`src/rpwm_pkg.sv`:
```
// Package: constants, register map and types for the random PWM six-phase gate drive
// Function
// - Random bit from XOR-fed shift chain
// - Random chain advances at 12.5 kHz
// - Carriers load full, count down at 1.6875 MHz
// - Carrier terminal value 134, 80 us period
// - Carrier A starts 40 us after B
// - Compare carriers with reference on 0..134 scale
// - Train is A with bit, B without bit
// - Base counter pulses every 10 ms
// - Toggle flop makes 50 Hz square wave
// - Three cascaded counters give 3.33 ms pulses
// - Sixth-period pulses inverted before delay line
// - Delay line gives 3.33 and 6.66 ms copies
// - Square, copies, inversions form six windows
// - Each window ANDed with train to gates
// - Reference limited to half..full scale
package rpwm_pkg;
  // Clock and timing figures
  localparam int CLK_HZ         = 100_000_000;
  localparam int CAR_TICK_HZ    = 1_687_500;
  localparam int CAR_TICK_CYC   = CLK_HZ / CAR_TICK_HZ;
  localparam int LFSR_HZ        = 12_500;
  localparam int LFSR_CYC       = CLK_HZ / LFSR_HZ;
  localparam int START_DLY_NS   = 40_000;
  localparam int CLK_NS         = 1_000_000_000 / CLK_HZ;
  localparam int START_DLY_CYC  = (START_DLY_NS + CLK_NS - 1) / CLK_NS;
  localparam int BASE_US        = 10_000;
  localparam int BASE_CYC       = BASE_US * (CLK_HZ / 1_000_000);
  localparam int SIXTH_US       = 3_330;
  localparam int SIXTH_CYC      = SIXTH_US * (CLK_HZ / 1_000_000);
  localparam int SIXTH_DIV1     = 100;
  localparam int SIXTH_DIV2     = 10;
  localparam int SIXTH_DIV3     = SIXTH_CYC / (SIXTH_DIV1 * SIXTH_DIV2);
  // Carrier scale
  localparam logic [7:0] CAR_TOP   = 8'h86;  // 134
  localparam logic [7:0] REF_HALF  = 8'h43;  // 67
  localparam logic [6:0] LFSR_SEED = 7'h01;
  // Register offsets
  localparam logic [11:0] CTRL_OFS   = 12'h000;
  localparam logic [11:0] REF_OFS    = 12'h004;
  localparam logic [11:0] STATUS_OFS = 12'h008;
  localparam logic [11:0] CARRIER_OFS = 12'h00c;
  // Field positions
  localparam int CTRL_RUN_BIT  = 0;
  localparam int ST_RBIT_BIT   = 0;
  localparam int ST_SQ_BIT     = 1;
  localparam int ST_WIN_LSB    = 2;
  localparam int ST_CMPA_BIT   = 8;
  localparam int ST_CMPB_BIT   = 9;
  localparam int ST_TRAIN_BIT  = 10;
  localparam int CAR_B_LSB     = 8;
  // Reset values
  localparam logic       CTRL_RST = 1'b0;
  localparam logic [7:0] REF_RST  = REF_HALF;
  // Start-up sequence
  typedef enum logic [2:0] {
    ST_IDLE = 3'b001,
    ST_WAIT = 3'b010,
    ST_RUN  = 3'b100
  } rpwm_state_t;
endpackage

```
`src/rpwm_dly_if.sv`:
```
// Interface: carrier between the timing core and the two-stage delay line
`timescale 1ns/100ps
interface rpwm_dly_if;
  logic ce;
  logic clr;
  logic step_n;
  logic square;
  logic delay_1;
  logic delay_2;
  modport src  (output ce, clr, step_n, square, input delay_1, delay_2);
  modport line (input ce, clr, step_n, square, output delay_1, delay_2);
endinterface

```
`src/rpwm_delay_line.sv`:
```
// Module: two-stage delay line stepping on rising edges of its step input
`timescale 1ns/100ps
module rpwm_delay_line (
  // Clock and reset
  input wire logic pclk,
  input wire logic presetn,
  // Carrier
  rpwm_dly_if.line dl
);
  logic       step_prev_q;
  logic [1:0] stage_q;
  logic       step_rise;

  // Step on rising edges only, matching the inverted sixth-period train
  assign step_rise = dl.step_n & ~step_prev_q;

  // Edge memory
  always_ff @(posedge pclk or negedge presetn) begin
    if (!presetn) begin
      step_prev_q <= 1'b1;
    end else if (dl.ce) begin
      step_prev_q <= dl.clr ? 1'b1 : dl.step_n;
    end
  end

  // Shift the square wave one sixth-period per stage
  always_ff @(posedge pclk or negedge presetn) begin
    if (!presetn) begin
      stage_q <= 2'h0;
    end else if (dl.ce) begin
      if (dl.clr) begin
        stage_q <= 2'h0;
      end else if (step_rise) begin
        stage_q <= {stage_q[0], dl.square};
      end
    end
  end

  assign dl.delay_1 = stage_q[0];
  assign dl.delay_2 = stage_q[1];
endmodule

```
`src/rpwm_gate_drive.sv`:
```
// Module: random PWM six-phase gate drive with APB register slave
//
// The implementer's own choices: the address map and the APB register port.
`timescale 1ns/100ps
module rpwm_gate_drive #(
  parameter int LFSR_DIV   = rpwm_pkg::LFSR_CYC,
  parameter int BASE_DIV   = rpwm_pkg::BASE_CYC,
  parameter int SIXTH_DIV3 = rpwm_pkg::SIXTH_DIV3
) (
  // Clock, reset, enable
  input  wire logic        pclk,
  input  wire logic        presetn,
  input  wire logic        ce,
  // APB slave
  input  wire logic        psel,
  input  wire logic        penable,
  input  wire logic        pwrite,
  input  wire logic [11:0] paddr,
  input  wire logic [31:0] pwdata,
  output logic      [31:0] prdata,
  output logic             pready,
  output logic             pslverr,
  // Gate drive
  output logic      [5:0]  gate_drive
);
  import rpwm_pkg::*;

  localparam int LW = $clog2(LFSR_DIV);
  localparam int BW = $clog2(BASE_DIV);
  localparam int SW = $clog2(SIXTH_DIV3);
  localparam int DW = $clog2(START_DLY_CYC);
  localparam int PW = $clog2(CAR_TICK_CYC);

  // Counts the logic cannot serve
  if (LFSR_DIV < 2 || BASE_DIV < 2 || SIXTH_DIV3 < 2) begin : g_bad_div
    $error("rpwm_gate_drive: dividers must be at least 2");
  end

  logic        run_q;
  logic [7:0]  ref_q;
  rpwm_state_t st_q;
  logic [DW-1:0] dly_cnt_q;
  logic [LW-1:0] lfsr_div_q;
  logic [6:0]  lfsr_q;
  logic        lfsr_tick;
  logic        random_bit;
  logic [PW-1:0] pre_q [2];
  logic [7:0]  car_q [2];
  logic [1:0]  car_en;
  logic [1:0]  car_tick;
  logic [1:0]  cmp;
  logic        random_pulse_train;
  logic [BW-1:0] base_cnt_q;
  logic        base_tick;
  logic        sq_q;
  logic [1:0]  sq_pipe_q;
  logic [6:0]  six1_q;
  logic [3:0]  six2_q;
  logic [SW-1:0] six3_q;
  logic        six1_wrap;
  logic        six2_wrap;
  logic        six_pulse_q;
  logic [5:0]  conduction_windows;
  logic        acc_en;
  logic        wr_en;
  logic        mapped;
  logic [7:0]  ref_wr;

  rpwm_dly_if dly ();

  // APB: always ready while clock-enabled, so state never moves mid-freeze
  assign pready  = ce;
  assign acc_en  = psel & penable & ce;
  assign wr_en   = acc_en & pwrite;
  assign mapped  = (paddr == CTRL_OFS) | (paddr == REF_OFS) |
                   (paddr == STATUS_OFS) | (paddr == CARRIER_OFS);
  assign pslverr = psel & penable & ~mapped;

  // Clamp writes into half..full scale; lower values worsen the spectrum
  always_comb begin
    ref_wr = pwdata[7:0];
    if (pwdata[31:8] != 24'h0 || pwdata[7:0] > CAR_TOP) begin
      ref_wr = CAR_TOP;
    end else if (pwdata[7:0] < REF_HALF) begin
      ref_wr = REF_HALF;
    end
  end

  // Control register
  always_ff @(posedge pclk or negedge presetn) begin
    if (!presetn) begin
      run_q <= CTRL_RST;
    end else if (wr_en && paddr == CTRL_OFS) begin
      run_q <= pwdata[CTRL_RUN_BIT];
    end
  end

  // Reference register
  always_ff @(posedge pclk or negedge presetn) begin
    if (!presetn) begin
      ref_q <= REF_RST;
    end else if (wr_en && paddr == REF_OFS) begin
      ref_q <= ref_wr;
    end
  end

  // Read data registered at the setup-phase edge (psel high, penable low)
  always_ff @(posedge pclk or negedge presetn) begin
    if (!presetn) begin
      prdata <= 32'h0;
    end else if (ce && psel && !penable) begin
      case (paddr)
        CTRL_OFS:    prdata <= {31'h0, run_q};
        REF_OFS:     prdata <= {24'h0, ref_q};
        STATUS_OFS:  prdata <= {21'h0, random_pulse_train, cmp, conduction_windows,
                                sq_q, random_bit};
        CARRIER_OFS: prdata <= {16'h0, car_q[1], car_q[0]};
        default:     prdata <= 32'h0;
      endcase
    end
  end

  // Start-up: carrier B runs first, A joins half a carrier period later
  always_ff @(posedge pclk or negedge presetn) begin
    if (!presetn) begin
      st_q      <= ST_IDLE;
      dly_cnt_q <= '0;
    end else if (ce) begin
      if (!run_q) begin
        st_q      <= ST_IDLE;
        dly_cnt_q <= '0;
      end else begin
        case (st_q)
          ST_IDLE: begin
            st_q <= ST_WAIT;
          end
          ST_WAIT: begin
            if (dly_cnt_q == DW'(START_DLY_CYC - 1)) begin
              st_q <= ST_RUN;
            end else begin
              dly_cnt_q <= dly_cnt_q + 1'b1;
            end
          end
          ST_RUN: begin
            st_q <= ST_RUN;
          end
          default: begin
            st_q <= ST_IDLE;
          end
        endcase
      end
    end
  end

  assign car_en[1] = (st_q != ST_IDLE);
  assign car_en[0] = (st_q == ST_RUN);

  // Random chain divider
  assign lfsr_tick = run_q & (lfsr_div_q == LW'(LFSR_DIV - 1));
  always_ff @(posedge pclk or negedge presetn) begin
    if (!presetn) begin
      lfsr_div_q <= '0;
    end else if (ce) begin
      lfsr_div_q <= (!run_q || lfsr_tick) ? '0 : lfsr_div_q + 1'b1;
    end
  end

  // Seven-stage chain, taps 7 and 6, maximal length; seed keeps it off zero
  always_ff @(posedge pclk or negedge presetn) begin
    if (!presetn) begin
      lfsr_q <= LFSR_SEED;
    end else if (ce && lfsr_tick) begin
      lfsr_q <= {lfsr_q[5:0], lfsr_q[6] ^ lfsr_q[5]};
    end
  end
  assign random_bit = lfsr_q[0];

  // Two carriers, each with its own prescaler
  for (genvar i = 0; i < 2; i++) begin : g_car
    assign car_tick[i] = car_en[i] & (pre_q[i] == PW'(CAR_TICK_CYC - 1));

    // Prescaler
    always_ff @(posedge pclk or negedge presetn) begin
      if (!presetn) begin
        pre_q[i] <= '0;
      end else if (ce) begin
        pre_q[i] <= (!car_en[i] || car_tick[i]) ? '0 : pre_q[i] + 1'b1;
      end
    end

    // Down-counting sawtooth, reloaded with the terminal value
    always_ff @(posedge pclk or negedge presetn) begin
      if (!presetn) begin
        car_q[i] <= CAR_TOP;
      end else if (ce) begin
        if (!car_en[i]) begin
          car_q[i] <= CAR_TOP;
        end else if (car_tick[i]) begin
          car_q[i] <= (car_q[i] == 8'h0) ? CAR_TOP : car_q[i] - 8'h1;
        end
      end
    end

    // Larger reference gives a wider pulse
    assign cmp[i] = car_en[i] & (car_q[i] < ref_q);
  end

  // Random choice between the two compare pulses
  assign random_pulse_train = (cmp[0] & random_bit) | (cmp[1] & ~random_bit);

  // Base period counter and square wave
  assign base_tick = run_q & (base_cnt_q == BW'(BASE_DIV - 1));
  always_ff @(posedge pclk or negedge presetn) begin
    if (!presetn) begin
      base_cnt_q <= '0;
    end else if (ce) begin
      base_cnt_q <= (!run_q || base_tick) ? '0 : base_cnt_q + 1'b1;
    end
  end

  always_ff @(posedge pclk or negedge presetn) begin
    if (!presetn) begin
      sq_q <= 1'b0;
    end else if (ce) begin
      if (!run_q) begin
        sq_q <= 1'b0;
      end else if (base_tick) begin
        sq_q <= ~sq_q;
      end
    end
  end

  // Square delayed to match the step pipeline, so a step that meets a toggle
  // still takes the level from before it and each stage delays a full sixth
  always_ff @(posedge pclk or negedge presetn) begin
    if (!presetn) begin
      sq_pipe_q <= 2'h0;
    end else if (ce) begin
      sq_pipe_q <= run_q ? {sq_pipe_q[0], sq_q} : 2'h0;
    end
  end

  // Three cascaded counters for the sixth-period pulse
  assign six1_wrap = run_q & (six1_q == 7'(SIXTH_DIV1 - 1));
  assign six2_wrap = six1_wrap & (six2_q == 4'(SIXTH_DIV2 - 1));
  always_ff @(posedge pclk or negedge presetn) begin
    if (!presetn) begin
      six1_q      <= '0;
      six2_q      <= '0;
      six3_q      <= '0;
      six_pulse_q <= 1'b0;
    end else if (ce) begin
      six_pulse_q <= six2_wrap & (six3_q == SW'(SIXTH_DIV3 - 1));
      if (!run_q) begin
        six1_q <= '0;
        six2_q <= '0;
        six3_q <= '0;
      end else begin
        six1_q <= six1_wrap ? '0 : six1_q + 1'b1;
        if (six1_wrap) begin
          six2_q <= six2_wrap ? '0 : six2_q + 1'b1;
        end
        if (six2_wrap) begin
          six3_q <= (six3_q == SW'(SIXTH_DIV3 - 1)) ? '0 : six3_q + 1'b1;
        end
      end
    end
  end

  // Delay line hookup; its step edge follows the pulse's falling edge
  assign dly.ce     = ce;
  assign dly.clr    = ~run_q;
  assign dly.step_n = ~six_pulse_q;
  assign dly.square = sq_pipe_q[1];

  rpwm_delay_line u_delay (
    .pclk    (pclk),
    .presetn (presetn),
    .dl      (dly.line)
  );

  // Six windows in 60 degree phase order
  assign conduction_windows = {~dly.delay_2, ~dly.delay_1, ~sq_pipe_q[1],
                               dly.delay_2, dly.delay_1, sq_pipe_q[1]};

  // Registered gates; dead time is left to the external driver stage
  always_ff @(posedge pclk or negedge presetn) begin
    if (!presetn) begin
      gate_drive <= 6'h0;
    end else if (ce) begin
      gate_drive <= conduction_windows & {6{random_pulse_train & run_q}};
    end
  end
endmodule

```
`config.mk`:
```
export PLATFORM = sky130hd
export DESIGN_NAME = rpwm_gate_drive
export DESIGN_NICKNAME = d
export VERILOG_FILES = /design/src/rpwm_pkg.sv /design/src/rpwm_dly_if.sv /design/src/rpwm_delay_line.sv /design/src/rpwm_gate_drive.sv
export SDC_FILE = /design/constraint.sdc
export NUM_CORES = 1
export LEC_CHECK = 0
export BUFFER_PORTS_ARGS = -buffer_cell sky130_fd_sc_hd__buf_4
export CAP_MARGIN = 20
export CORE_MARGIN = 2
export CORE_UTILIZATION = 40
export DETAILED_ROUTE_END_ITERATION = 7
export SETUP_SLACK_MARGIN = 0.3
export SKIP_LAST_GASP = 1
export SLEW_MARGIN = 20
export SYNTH_ARGS = -nofsm -noshare
export SYNTH_HDL_FRONTEND = slang
export SYNTH_HIERARCHICAL = 1
export SYNTH_SLANG_ARGS = --single-unit
```
`constraint.sdc`:
```
create_clock -name pclk -period 5.3 [get_ports pclk]
set_input_delay 0.265 -clock pclk [delete_from_list [all_inputs] [get_ports pclk]]
set_output_delay 0.265 -clock pclk [all_outputs]
set_load 0.01 [all_outputs]
```
# Word level (Yosys, flattened, before mapping)
# Cells that the tools add are included.
op_classes:
  multipliers: 0
  n_reduce_logical: 26
  eq_ne: 24
  n_addsub: 10
  n_mux: 33
  n_div: 0
  shifts: 0
  bitwise_logic: 31
  order_cmp: 4
ops:
  columns: ["op", "count"]
  rows:
  - ["8-bit two-way mux", 8]
  - ["16-bit case mux with 4 select lines", 1]
  - ["12-bit two-way mux", 3]
  - ["9-bit two-way mux", 3]
  - ["12-bit by 4-bit == test with 1-bit output (second input constant)", 2]
  - ["24-bit nonzero test", 1]
  - ["20-bit by 1-bit adder with 20-bit output (second input constant)", 1]
  - ["20-bit == test (second input constant)", 1]
  - ["20-bit two-way mux", 1]
  - ["1-bit bitwise AND", 17]
  - ["8-bit logical NOT", 2]
  - ["8-bit less-than comparator", 2]
  - ["8-bit by 1-bit subtractor with 8-bit output (second input constant)", 2]
  - ["7-bit two-way mux", 2]
  - ["2-bit by 1-bit != test with 1-bit output (second input constant)", 7]
  - ["2-bit AND reduction", 7]
  - ["13-bit by 1-bit adder with 13-bit output (second input constant)", 1]
  - ["13-bit == test (second input constant)", 1]
  - ["13-bit two-way mux", 1]
  - ["12-bit by 1-bit adder with 12-bit output (second input constant)", 1]
  - ["6-bit by 1-bit adder with 6-bit output (second input constant)", 2]
  - ["12-bit == test (second input constant)", 1]
  - ["12-bit by 3-bit == test with 1-bit output (second input constant)", 1]
  - ["6-bit == test (second input constant)", 2]
  - ["29 further kinds", 58]
word_totals:
  reg_bits: 157
  n_memories: 0
  latch_bits: 0
  output_inout_bits: 40
  rom_bits: 0
  wordCells: 149
  ramBits: 0

# Longest topological paths before layout
# Gate-level depths: netlist (run 1).
depth:
  ltp_word: 6
  depth_mapped: 8

# Modules after synthesis
# Netlist (run 1), hierarchy kept.
modules_own_cells:
  columns: ["module", "instances", "cells_each", "seq_area_each_um2", "area_per_inst_um2"]
  rows:
  - ["rpwm_gate_drive", 1, 795, 3467.1, 7567.3]
  - ["rpwm_delay_line", 1, 15, 76.3, 145.1]

# Worst setup path before layout (run 1)
# Ideal clock, no wire load.
synth_path:
  path_type: "register -> register"
  start: "register pre_q[6] (netlist name)"
  end: "register car_q[8] (netlist name)"
  t_arrival_ns: 1.992
  stages_incl_launch_ff: 9
  period_less_slack_ns: 2.074
  path_slack_ns: 3.226
  path_buffers: 1
  setup_time_ns: 0.083
  required_ns: 5.217
  path_cell_list: "dfrtp_1 inv_1 ha_1 nand4_1 o21ai_2 and2_0 clkbuf_1 or4b_2 o21ai_0"
synth_via:
  elab_chain_len: 4
synth_lines:
  columns: ["element", "line", "rtl"]
  rows:
  - ["start, declared", "rpwm_gate_drive.sv:47", "logic [PW-1:0] pre_q [2];"]
  - ["start signal, assigned by index", "rpwm_gate_drive.sv:187", "pre_q[i] <= (!car_en[i] || car_tick[i]) ? '0 : pre_q[i] + 1'b1;"]
  - ["6-bit == test", "rpwm_gate_drive.sv:180", "assign car_tick[i] = car_en[i] & (pre_q[i] == PW'(CAR_TICK_CYC - 1));"]
  - ["1-bit bitwise AND", "rpwm_gate_drive.sv:180", null]
  - ["2-bit by 1-bit != test with 1-bit output (no line)", null, null]
  - ["2-bit AND reduction (no line)", null, null]
  - ["end signal, assigned by index", "rpwm_gate_drive.sv:199", "car_q[i] <= (car_q[i] == 8'h0) ? CAR_TOP : car_q[i] - 8'h1;"]
  - ["end, declared", "rpwm_gate_drive.sv:48", "logic [7:0] car_q [2];"]
# No other way between the ends.
# A chain may end at the register's enable or synchronous reset.

# Worst setup path after layout (run 1)
layout_path:
  start: "register run_q"
  end: "register lfsr_q[5]"
layout_via:
  elab_chain_len: 2
layout_lines:
  columns: ["element", "line", "rtl"]
  rows:
  - ["start, declared", "rpwm_gate_drive.sv:39", "logic run_q;"]
  - ["start signal, assigned", "rpwm_gate_drive.sv:94", "run_q <= pwdata[CTRL_RUN_BIT];"]
  - ["1-bit bitwise AND", "rpwm_gate_drive.sv:159", "assign lfsr_tick = run_q & (lfsr_div_q == LW'(LFSR_DIV - 1));"]
  - ["1-bit logical AND", "rpwm_gate_drive.sv:172", "end else if (ce && lfsr_tick) begin"]
  - ["end signal, assigned", "rpwm_gate_drive.sv:173", "lfsr_q <= {lfsr_q[5:0], lfsr_q[6] ^ lfsr_q[5]};"]
  - ["end, declared", "rpwm_gate_drive.sv:44", "logic [6:0] lfsr_q;"]
# No other way between the ends.

==> out/qor.csv, run 1 <==
stage,metric,value,unit
status,status,"complete, but fails checks",
status,failing checks,negative hold slack,
layout,utilization after layout,47.6,%
timing,final setup fails,0,
global_routing,pin count of the biggest net entering global routing,107,
timing,RSZ-0062 raised after global routing,false,
power_and_ir_drop,maximum VDD drop,263,uV
clock_network,worst-case clock buffer depth,2,
layout,Diodes inserted,0,
route,Routed Antenna Nets,0,
critical_path,crit path max fanout,16,
route,initial DRC count,330,
yosys,synthesis-stage register bit count,141,
yosys,Mapped Cells,810,
layout,layout cells sized above 1,16.7,%
route,drt via density,5.26,
yosys,"EDFF count, synth",0,
global_routing,vias in the first global route,5847,
yosys,ys flop type,dfrtp_1,
clock_network,post-CTS setup buffers,0,
clock_network,H-tree lvl count,4,
route,wire per inst,14.9,um
placed_design,gpl congestion,0.817,
route,number of remaining DRC errors,0,
route,via count,6036,
critical_path,R2R setup slack,2.85,ns
floorplan,chip width,143,um
placed_design,PortBufs,73,
clock_network,CTS tree,yes,
yosys,Post-Syn Area,0.00771,mm^2
floorplan,Die H,143,um
timing,Rel. slew slack,34.3,%
layout,final instance area,0.00897,mm^2
yosys,async set or reset register ratio after synthesis,100,%
critical_path,critical setup path kind,reg -> reg,
critical_path,Worst R2R Start,run_q,
global_routing,initial antenna violation count,0,
critical_path,worst path required time,5.60,ns
timing,WHS,-0.0471,ns
yosys,register area share after synthesis,45.9,%
global_routing,first-pass GRT wire length,29.0,mm
clock_network,CTS hold repair buffers,0,
clock_network,Clock transition at path regs,0.06,ns
timing,Final period util,46.1,%
floorplan,FP Rows,50,
timing,Final min period,2.45,ns
placed_design,dpl hpwl,11.9,mm
power_and_ir_drop,pwr dens,381,mW/mm^2
power_and_ir_drop,Static Leak,4.09,nW
critical_path,CP endpoint kind,flip-flop,
yosys,synth unique cells,70,
timing,setup TNS,0,ns
critical_path,Critical Path Start Type,flip-flop,
layout,FILL cells,1770,
floorplan,initial core utilization,41.0,%
floorplan,IO Count,90,
global_routing,met2 Track Usage GR,28.0,%
route,drt pass-1 iters,4,
floorplan,Core Region,0.0188,mm^2
timing,fmax,409,MHz
timing,Least-Margin Pin Slew,0.977,ns
timing,final slew viol count,0,
clock_network,Root Buffer,clkbuf_16,
clock_network,clk_lat worst skew,0.42,ns
global_routing,GRT met1 Usage,24.5,%
min_path,Hold WC Path Type,in -> async,
critical_path,CP Launch Point,run_q,
clock_network,TritonCTS Buffers,17,
floorplan,die area,0.0204,mm^2
critical_path,Critical Path AT,2.75,ns
global_routing,GRT overflow,0,
clock_network,CTS resizes,0,
yosys,syn_area_per_cell,9.52,um^2
global_routing,total track usage,17.8,%
layout,Total Nets Final,955,
timing,Fin. Hold Viols,30,
global_routing,met3 Use GR,4.53,%
route,drt total wl,17.1,mm
global_routing,Most Crowded Layer GR,met2,
job,max-cap viol count,0,
yosys,yosys warns,6,
layout,Layout area overhead,16.3,%
placed_design,placed inst area,0.00840,mm^2
clock_network,CTS sink count,141,
timing,clk_skew,0.0107,ns
==> logic make-up after synthesis <==
family	count (synthesis)	synth area share [%]
compound gates	157	14.1
xor+xnor	51	5.79
fa+ha+maj	30	4.87
buf+inv	90	5.71
flops	141	45.9
mux	14	2.11
other cells	1	0.0486
simple gates	326	21.4
==> metrics by stage <==
step / power, W / setup slack [ns] / instances
after CTS: 0.00344 / 2.84 / 1148
after global routing: 0.00364 / 2.69 / 1148
after global placement: 0.00227 / 2.77 / 1116
final: 0.00342 / 2.85 / 1148
after detailed placement: 0.00228 / 2.72 / 1116
after floorplan: 0.00203 / 3.23 / 825
==> state kept, by name (all words and copies together), names as in the netlist <==
register	cells
base_cnt_q	20
car_q	16
dly_cnt_q	12
gate_drive	6
lfsr_div_q	13
lfsr_q	7
prdata	16
pre_q	12
ref_q	8
run_q	1
six1_q	7
six2_q	4
six3_q	9
six_pulse_q	1
sq_pipe_q	2
sq_q	1
st_q	3
u_delay/stage_q	2
u_delay/step_prev_q	1
==> synth_stat cells (5+ instances only) <==
| library cell | n | share of area, % |
|---|---|---|
| mux2_2 | 8 | 1.2 |
| nand3_1 | 38 | 2.5 |
| or4_1 | 7 | 0.68 |
| nor3_1 | 8 | 0.52 |
| buf_2 | 5 | 0.32 |
| buf_4 | 17 | 1.7 |
| nand2_1 | 75 | 3.7 |
| a31oi_1 | 5 | 0.41 |
| xnor2_1 | 13 | 1.5 |
| nor2_1 | 95 | 4.6 |
| mux2i_1 | 5 | 0.65 |
| o32ai_1 | 9 | 1.0 |
| o2bb2ai_1 | 9 | 1.0 |
| nand4_1 | 31 | 2.5 |
| dfrtp_1 | 129 | 42 |
| nand3b_1 | 5 | 0.49 |
| xor2_1 | 38 | 4.3 |
| ha_1 | 30 | 4.9 |
| o22ai_1 | 9 | 0.73 |
| a21oi_1 | 19 | 1.2 |
| a22oi_1 | 9 | 0.88 |
| and3_1 | 13 | 1.1 |
| dfstp_2 | 12 | 4.1 |
| a22o_1 | 14 | 1.6 |
| a211oi_1 | 7 | 0.68 |
| nor4_1 | 11 | 0.89 |
| or3_1 | 7 | 0.57 |
| inv_1 | 43 | 2.1 |
| o21ai_0 | 39 | 2.5 |
| o31ai_1 | 12 | 1.2 |
| clkbuf_1 | 18 | 0.88 |
| nor2b_1 | 5 | 0.41 |
==> area by class of cell <==
class                           instances  area, um^2  area share [%]
Timing Repair Buffer                   77         582            6.49
Clock inverter                         13         116            1.30
Sequential cell                       141        3540            39.5
Tap cell                              260         325            3.63
Clock buffer                           19         453            5.05
Multi-Input combinational cell        594        3780            42.2
Inverter                               44         165            1.84
==> worst paths after layout <==
check                      depth (start not counted)        end
setup / recovery                                   4  lfsr_q[5]
hold reg to reg                                    2  prdata[4]
hold / removal                                     1   ref_q[4]
max in group asynchronous                          2   car_q[1]
min in group pclk                                  2   ref_q[6]
setup reg to reg                                   4  lfsr_q[5]
==> metal layers <==
metal | vias to the layer above | routed length (um)
li1 | 3013 | -
met1 | 2906 | 8300
met2 | 105 | 7920
met3 | 12 | 766
met4 | 0 | 149
met5 | - | 0
==> cells in the final DEF (no fill, tap or decap), drive strengths merged, types with 13 or more instances in the layout <==
| cell type | netlist | routed |
|---|---|---|
| dfrtp | 129 | 129 |
| conb | 1 | 16 |
| o21ai | 42 | 42 |
| buf | 28 | 77 |
| a22o | 14 | 14 |
| nand4 | 31 | 31 |
| ha | 30 | 30 |
| inv | 43 | 44 |
| xor2 | 38 | 38 |
| nand3 | 38 | 38 |
| xnor2 | 13 | 13 |
| a21oi | 20 | 20 |
| clkbuf | 18 | 19 |
| nor2 | 95 | 95 |
| nand2 | 75 | 75 |
| and3 | 14 | 14 |
==> report_power, final <==
group	internal, W	total (W)	switching, W	leakage, nW
combinational	0.000339	0.000768	0.000429	2.02
clock	0.000670	0.00115	0.000480	0.275
sequential	0.00127	0.00150	0.000230	1.80
==> worst max-delay path, cell delays in order, from the launching register on <==
cell     delay, ns
dfrtp_1       0.79
buf_4         0.31
nand2_1       0.37
or2_2         0.53
mux2_2        0.30
No activity file was read; power rests on OpenSTA's default activity.
==> run 2, diff against run 1 <==
==> constraint.sdc (replaced) <==
create_clock -name pclk -period 2.5 [get_ports pclk]
set_input_delay 0.125 -clock pclk [delete_from_list [all_inputs] [get_ports pclk]]
set_output_delay 0.125 -clock pclk [all_outputs]
set_load 0.01 [all_outputs]
==> run 2 against run 1 <==
Net effect: the run now ends clean; worst setup slack worse by 2.5 ns; clock power increased by 130%; routed wire length up 3.5%; global-route usage is 0.38 points higher; sequential share of layout area decreased by 1.4 points; critical path type unchanged.
==> out/qor.csv, run 2 (synthesis results as in run 1) <==
stage,metric,value,unit,change
floorplan,chip width,143,um,unchanged
route,wire per inst,15.1,um,was 14.9 um
critical_path,Critical Path AT,2.44,ns,was 2.75 ns
job,max-cap viol count,0,,unchanged
power_and_ir_drop,combinational power share,23.3,%,was 22.5%
critical_path,critical setup path kind,reg -> reg,,unchanged
layout,Largest register FFs,20,,unchanged
min_path,Hold Crit Endpoint,ref_q[2],,
timing,fmax,473,MHz,was 409 MHz
critical_path,crit path max fanout,7,,was 16
power_and_ir_drop,switching pwr,0.00248,W,was 0.00114 W
critical_path,Worst R2R Start,ref_q[6],,was run_q
route,initial DRC count,403,,was 330
floorplan,Core Region,0.0188,mm^2,unchanged
clock_network,Clock transition at path regs,0.06,ns,about the same
route,drt via density,5.26,,about the same
min_path,Hold WC Path Type,in -> reg,,was in -> async
clock_network,worst-case clock buffer depth,2,,unchanged
route,number of remaining DRC errors,0,,unchanged
timing,final slew viol count,0,,unchanged
floorplan,FP Rows,50,,unchanged
timing,Final period util,84.6,%,was 46.1%
min_path,WHS Path Cells,3,,
power_and_ir_drop,maximum VDD drop,539,uV,was 263 uV
critical_path,Critical Path Start Type,flip-flop,,unchanged
placed_design,dpl hpwl,12.5,mm,was 11.9 mm
layout,layout cells sized above 1,19.1,%,was 16.7%
timing,WHS,0.0912,ns,was -0.0471 ns
timing,Least-Margin Pin Slew,0.682,ns,was 0.977 ns
status,status,completed,,"was complete, but fails checks"
layout,"most common cell after layout, fill and taps aside",dfrtp_1,,unchanged
layout,Top reg by flops,base_cnt_q,,unchanged
route,Routed Antenna Nets,0,,unchanged
critical_path,worst path required time,2.83,ns,was 5.60 ns
power_and_ir_drop,pwr dens,814,mW/mm^2,was 381 mW/mm^2
clock_network,clk_lat worst skew,0.43,ns,was 0.42 ns
timing,Rel. slew slack,54.5,%,was 34.3%
layout,most frequent cells in the layout,"dfrtp_1 (129), nor2_1 (94), buf_4 (94), nand2_1 (74), inv_1 (43)",,"was dfrtp_1 (129), nor2_1 (95), buf_4 (76), nand2_1 (75), inv_1 (43)"
critical_path,CP endpoint kind,flip-flop,,unchanged
clock_network,H-tree lvl count,4,,unchanged
power_and_ir_drop,Seq pwr share,42.0,%,was 43.8%
global_routing,vias in the first global route,5910,,"was 5,847"
global_routing,total track usage,18.2,%,was 17.8%
global_routing,first-pass GRT wire length,29.7,mm,was 29.0 mm
clock_network,Root Buffer,clkbuf_16,,unchanged
global_routing,pin count of the biggest net entering global routing,71,,was 107
critical_path,R2R setup slack,0.39,ns,was 2.85 ns
route,drt pass-1 iters,5,,was 4
timing,RSZ-0062 raised after global routing,true,,was false
floorplan,initial core utilization,41.0,%,unchanged
placed_design,pre-CTS setup slack,0.289,ns,was 2.72 ns
timing,setup TNS,0,ns,unchanged
floorplan,Die H,143,um,unchanged
timing,Fin. Hold Viols,0,,was 30
critical_path,worst reg2reg endpoint,gate_drive[2],,was lfsr_q[5]
power_and_ir_drop,P_int,0.00510,W,was 0.00228 W
critical_path,Crit path largest cell delay,0.52,ns,was 0.79 ns
floorplan,IO Count,90,,unchanged
layout,Total Nets Final,981,,was 955
critical_path,"Cell Chain, Critical Path",inv_1 -> ha_1 -> a211oi_2 -> nor2_1 -> or4_4 -> a2bb2oi_4 -> o32ai_1,,was buf_4 -> nand2_1 -> or2_2 -> mux2_2
route,drt total wl,17.7,mm,was 17.1 mm
floorplan,die area,0.0204,mm^2,unchanged
layout,Top Registers,"base_cnt_q x20, car_q x16, prdata x16",,unchanged
layout,Layout area overhead,20.6,%,was 16.3%
global_routing,initial antenna violation count,0,,unchanged
placed_design,PortBufs,73,,unchanged
power_and_ir_drop,Sw Share,32.7,%,was 33.4%
critical_path,FF-to-FF path depth,7,,was 4
power_and_ir_drop,Static Leak,4.24,nW,was 4.09 nW
global_routing,GRT overflow,0,,unchanged
clock_network,CTS sink count,141,,unchanged
timing,final setup fails,0,,unchanged
critical_path,crit path max-delay cell type,dfstp_2,,was dfrtp_1
power_and_ir_drop,clock share of power,34.7,%,was 33.7%
clock_network,TritonCTS Buffers,17,,unchanged
timing,clk_skew,0.0203,ns,was 0.0107 ns
route,via count,6175,,"was 6,036"
timing,Final min period,2.11,ns,was 2.45 ns
placed_design,gpl congestion,0.808,,was 0.817
min_path,min-delay src,pwdata[2],,
timing,setup ws final,0.386,ns,was 2.85 ns
layout,Diodes inserted,0,,unchanged
clock_network,CTS tree,yes,,unchanged
[run 2: layer usage]
metal	vias to the layer above	global-route usage [%]	part of all wire, %
met5	-	0	0
met4	0	5.63	1.6
met3	17	4.23	3.4
met2	109	28.4	46
met1	2974	25.2	49
li1	3075	-	-
[run 2: power groups by stage]
stage / clock network [W] / logic, W / registers [W]
after global placement: 0 / 0.00163 / 0.00321
after global routing: 0.00279 / 0.00201 / 0.00324
after CTS: 0.00269 / 0.00169 / 0.00317
after detailed placement: 0 / 0.00166 / 0.00321
final: 0.00263 / 0.00176 / 0.00318
after floorplan: 0 / 0.00124 / 0.00307
[run 2: worst max-delay path by stage]
stage                  start             to  slack [ns]  depth (start not counted)
2_1_floorplan       pre_q[6]       car_q[8]        0.43                          8
3_5_place_dp       car_q[10]  gate_drive[1]        0.29                          6
5_1_grt        base_cnt_q[8]           sq_q        0.29                          5
3_3_place_gp       car_q[10]  gate_drive[5]        0.34                          6
6_report            ref_q[6]  gate_drive[2]        0.39                          7
4_1_cts             ref_q[6]  gate_drive[1]        0.32                          7
[run 2: layout make-up]
type                            instances  area, um^2
Timing Repair Buffer                  103         807
Tap cell                              260         325
Clock inverter                         13         165
Fill cell                            1724        9530
Sequential cell                       141        3540
Clock buffer                           19         443
Multi-Input combinational cell        594        3850
Inverter                               44         165
[run 2: what timing repair did]
| item | in CTS | in global routing |
|---|---|---|
| endpoints found under the setup margin | 6 | 20 |
| cloned | 0 | 0 |
| hold endpoints to repair | 67 | 0 |
| hold buffers | 7 | 0 |
| buffers inserted | 0 | 2 |
| pin swaps | 1 | 2 |
| resized for setup | 1 | 11 |
[run 2: metrics by stage]
stage          cells  cell area [um^2]  power, W  utilization, %
2_1_floorplan    825              7770   0.00431               -
3_3_place_gp    1133              8540   0.00484            45.4
3_5_place_dp    1133              8540   0.00487            45.4
4_1_cts         1172              9230   0.00756            49.0
5_1_grt         1174              9300   0.00804            49.4
6_report        1174              9300   0.00757            49.4
[run 2: worst max-delay path, delay by kind of cell, from the launching register on]
kind,cells,cell delay (ns)
adders and majority gates,1,0.23
AOI/OAI and AO/OA,3,0.60
and+or+nand+nor,2,0.59
buffers and inverters,1,0.08
DFF,1,0.52
==> run 3, diff against run 2 <==
==> constraint.sdc (replaced) <==
create_clock -name pclk -period 2 [get_ports pclk]
set_input_delay 0.1 -clock pclk [delete_from_list [all_inputs] [get_ports pclk]]
set_output_delay 0.1 -clock pclk [all_outputs]
set_load 0.01 [all_outputs]
==> run 3 against run 2 <==
Net effect: the run now ends with negative setup slack left; die area unchanged; sequential share of layout area down 4.3 points; worst hold slack worse by 0.048 ns; utilization up 6.2 points; clock skew down 0.011 ns; via count up 6.6%; routed wire length up 10%; non-clock buffer count up 74; critical path depth down 1; final cell count up 6.6%; clock power up 13%.
==> out/qor.csv, run 3 (synthesis results as in run 1) <==
stage,metric,value,unit,change
status,status,"complete, but fails checks",,was completed
status,failing checks,negative setup slack,,
layout,Total Nets Final,1058,,was 981
route,Routed Antenna Nets,0,,unchanged
floorplan,die area,0.0204,mm^2,unchanged
timing,Final min period,2.06,ns,was 2.11 ns
route,drt pass-1 iters,4,,was 5
layout,FILL cells,1659,,"was 1,724"
placed_design,gpl congestion,0.833,,was 0.808
power_and_ir_drop,pwr dens,998,mW/mm^2,was 814 mW/mm^2
critical_path,Crit path largest cell delay,0.55,ns,was 0.52 ns
critical_path,"Cell Chain, Critical Path",ha_4 -> a211oi_4 -> o21ai_2 -> a2111oi_4 -> a2bb2oi_4 -> o32ai_2,,was inv_1 -> ha_1 -> a211oi_2 -> nor2_1 -> or4_4 -> a2bb2oi_4 -> o32ai_1
global_routing,first-pass GRT wire length,31.9,mm,was 29.7 mm
critical_path,worst path required time,2.33,ns,was 2.83 ns
layout,Top Registers,"base_cnt_q x20, car_q x16, prdata x16",,unchanged
layout,Diodes inserted,0,,unchanged
global_routing,vias in the first global route,6336,,"was 5,910"
global_routing,pin count of the biggest net entering global routing,61,,was 71
timing,WHS,0.0431,ns,was 0.0912 ns
global_routing,GRT overflow,0,,unchanged
clock_network,Clock transition at path regs,0.06,ns,about the same
route,wire per inst,15.6,um,was 15.1 um
timing,Final period util,103,%,was 84.6%
layout,most frequent cells in the layout,"buf_4 (150), dfrtp_1 (128), nor2_1 (74), nand2_1 (71), xor2_1 (38)",,"was dfrtp_1 (129), nor2_1 (94), buf_4 (94), nand2_1 (74), inv_1 (43)"
layout,Largest register FFs,20,,unchanged
layout,"most common cell after layout, fill and taps aside",buf_4,,was dfrtp_1
power_and_ir_drop,total power draw,0.0105,W,was 0.00757 W
critical_path,Critical Path Start Type,flip-flop,,unchanged
timing,setup ws final,-0.0636,ns,was 0.386 ns
layout,Top reg by flops,base_cnt_q,,unchanged
floorplan,IO Count,90,,unchanged
critical_path,CP bufs+invs,0,,was 1
placed_design,dpl hpwl,13.3,mm,was 12.5 mm
critical_path,crit path max-delay cell type,dfstp_2,,unchanged
critical_path,crit path max fanout,7,,unchanged
clock_network,CTS tree,yes,,unchanged
layout,Layout area overhead,35.8,%,was 20.6%
route,drt via density,5.26,,about the same
layout,Register Area,0.00354,mm^2,about the same
route,via count,6581,,"was 6,175"
critical_path,Crit path depth,6,,was 7
floorplan,FP Rows,50,,unchanged
power_and_ir_drop,maximum VDD drop,660,uV,was 539 uV
floorplan,Core Region,0.0188,mm^2,unchanged
clock_network,clk_lat worst skew,0.43,ns,about the same
critical_path,CP top delay family,compound AO/OA/AOI/OAI gates,,unchanged
clock_network,Root Buffer,clkbuf_16,,unchanged
timing,Rel. slew slack,58.5,%,was 54.5%
floorplan,initial core utilization,41.0,%,unchanged
timing,RSZ-0062 raised after global routing,true,,unchanged
route,initial DRC count,291,,was 403
layout,layout cells sized above 1,34.0,%,was 19.1%
timing,Fin. Hold Viols,0,,unchanged
timing,clk_skew,0.00924,ns,was 0.0203 ns
route,number of remaining DRC errors,0,,unchanged
critical_path,critical setup path kind,reg -> reg,,unchanged
critical_path,crit path capture,gate_drive[2],,unchanged
power_and_ir_drop,Static Leak,4.67,nW,was 4.24 nW
placed_design,pre-CTS setup slack,-0.109,ns,was 0.289 ns
timing,final slew viol count,0,,unchanged
layout,Multi-input gate area,0.00444,mm^2,was 0.00385 mm^2
global_routing,total track usage,19.7,%,was 18.2%
job,max-cap viol count,0,,unchanged
clock_network,TritonCTS Buffers,17,,unchanged
critical_path,worst reg2reg endpoint,gate_drive[2],,unchanged
clock_network,H-tree lvl count,4,,unchanged
critical_path,CP Launch Point,car_q[10],,was ref_q[6]
critical_path,Worst R2R Start,car_q[10],,was ref_q[6]
timing,fmax,485,MHz,was 473 MHz
critical_path,Critical Path AT,2.40,ns,was 2.44 ns
placed_design,PortBufs,73,,unchanged
critical_path,FF-to-FF path depth,6,,was 7
critical_path,CP endpoint kind,flip-flop,,unchanged
floorplan,Die H,143,um,unchanged
min_path,Hold WC Path Type,in -> reg,,unchanged
clock_network,worst-case clock buffer depth,2,,unchanged
min_path,min-delay src,pwdata[2],,unchanged
critical_path,R2R setup slack,-0.06,ns,was 0.39 ns
global_routing,initial antenna violation count,0,,unchanged
clock_network,CTS sink count,141,,unchanged
timing,Least-Margin Pin Slew,0.622,ns,was 0.682 ns
floorplan,chip width,143,um,unchanged
timing,final setup fails,7,,was 0
route,drt total wl,19.5,mm,was 17.7 mm
[run 3: changes by cell type in the layout (fill, tap and decap cells not counted), sizes merged]
cell,delta
inv,-1
and2,+3
clkbuf,-1
clkinvlp,+2
clkinv,+2
bufinv,-2
buf,+74
[run 3: layer usage]
layer	GRT usage (%)	vias to the layer above	part of all wire (%)
met2	31.9	143	47
li1	-	3228	-
met5	0	-	0
met3	4.06	17	4.4
met4	4.64	0	1.1
met1	27.1	3193	47
[run 3: tightest hold or removal path, cell delays in order]
cell and delay [ns]:
buf_4 0.09, o22ai_1 0.06, a31oi_1 0.17
[run 3: worst min-delay path by stage]
stage / endpoint / slack, ns / cells past startpoint
2_1_floorplan: base_cnt_q[0] / -0.20 / 0
3_3_place_gp: prdata[0] / 0.14 / 1
3_5_place_dp: prdata[0] / 0.14 / 1
4_1_cts: ref_q[2] / 0.03 / 3
5_1_grt: ref_q[2] / 0.05 / 3
6_report: ref_q[2] / 0.04 / 3
[run 3: repair_timing]
action	CTS	global route
setup buffers	20	16
setup endpoints to repair	66	86
gates cloned	3	0
resized for setup	43	76
hold endpoints to repair	56	0
pin swaps	41	41
hold buffers	7	0
[run 3: per-stage QoR]
step | setup TNS (ns) | instance area, um^2 | utilization (%) | cells
CTS | -0.214 | 10000 | 53.3 | 1235
finish | -0.122 | 10500 | 55.6 | 1251
global route | -1.15 | 10500 | 55.6 | 1251
floorplan | 0 | 7990 | - | 825
global placement | -0.0849 | 9070 | 48.2 | 1173
detailed placement | -0.208 | 9070 | 48.2 | 1173
[run 3: power breakdown]
group | switching, W | internal (W) | total, W
combinational | 0.00175 | 0.00177 | 0.00351
sequential | 0.000608 | 0.00336 | 0.00396
clock | 0.00127 | 0.00170 | 0.00298
total | 0.00363 | 0.00683 | 0.0105
[run 3: final cells by class]
class                   count  share of cell area (%)
flip-flops and latches    141                    33.8
well taps                 260                    3.11
repair buffers            177                    13.8
multi-input cells         597                    42.4
clock buffers              18                    4.10
inverters                  44                    1.58
clock inverters            14                    1.16
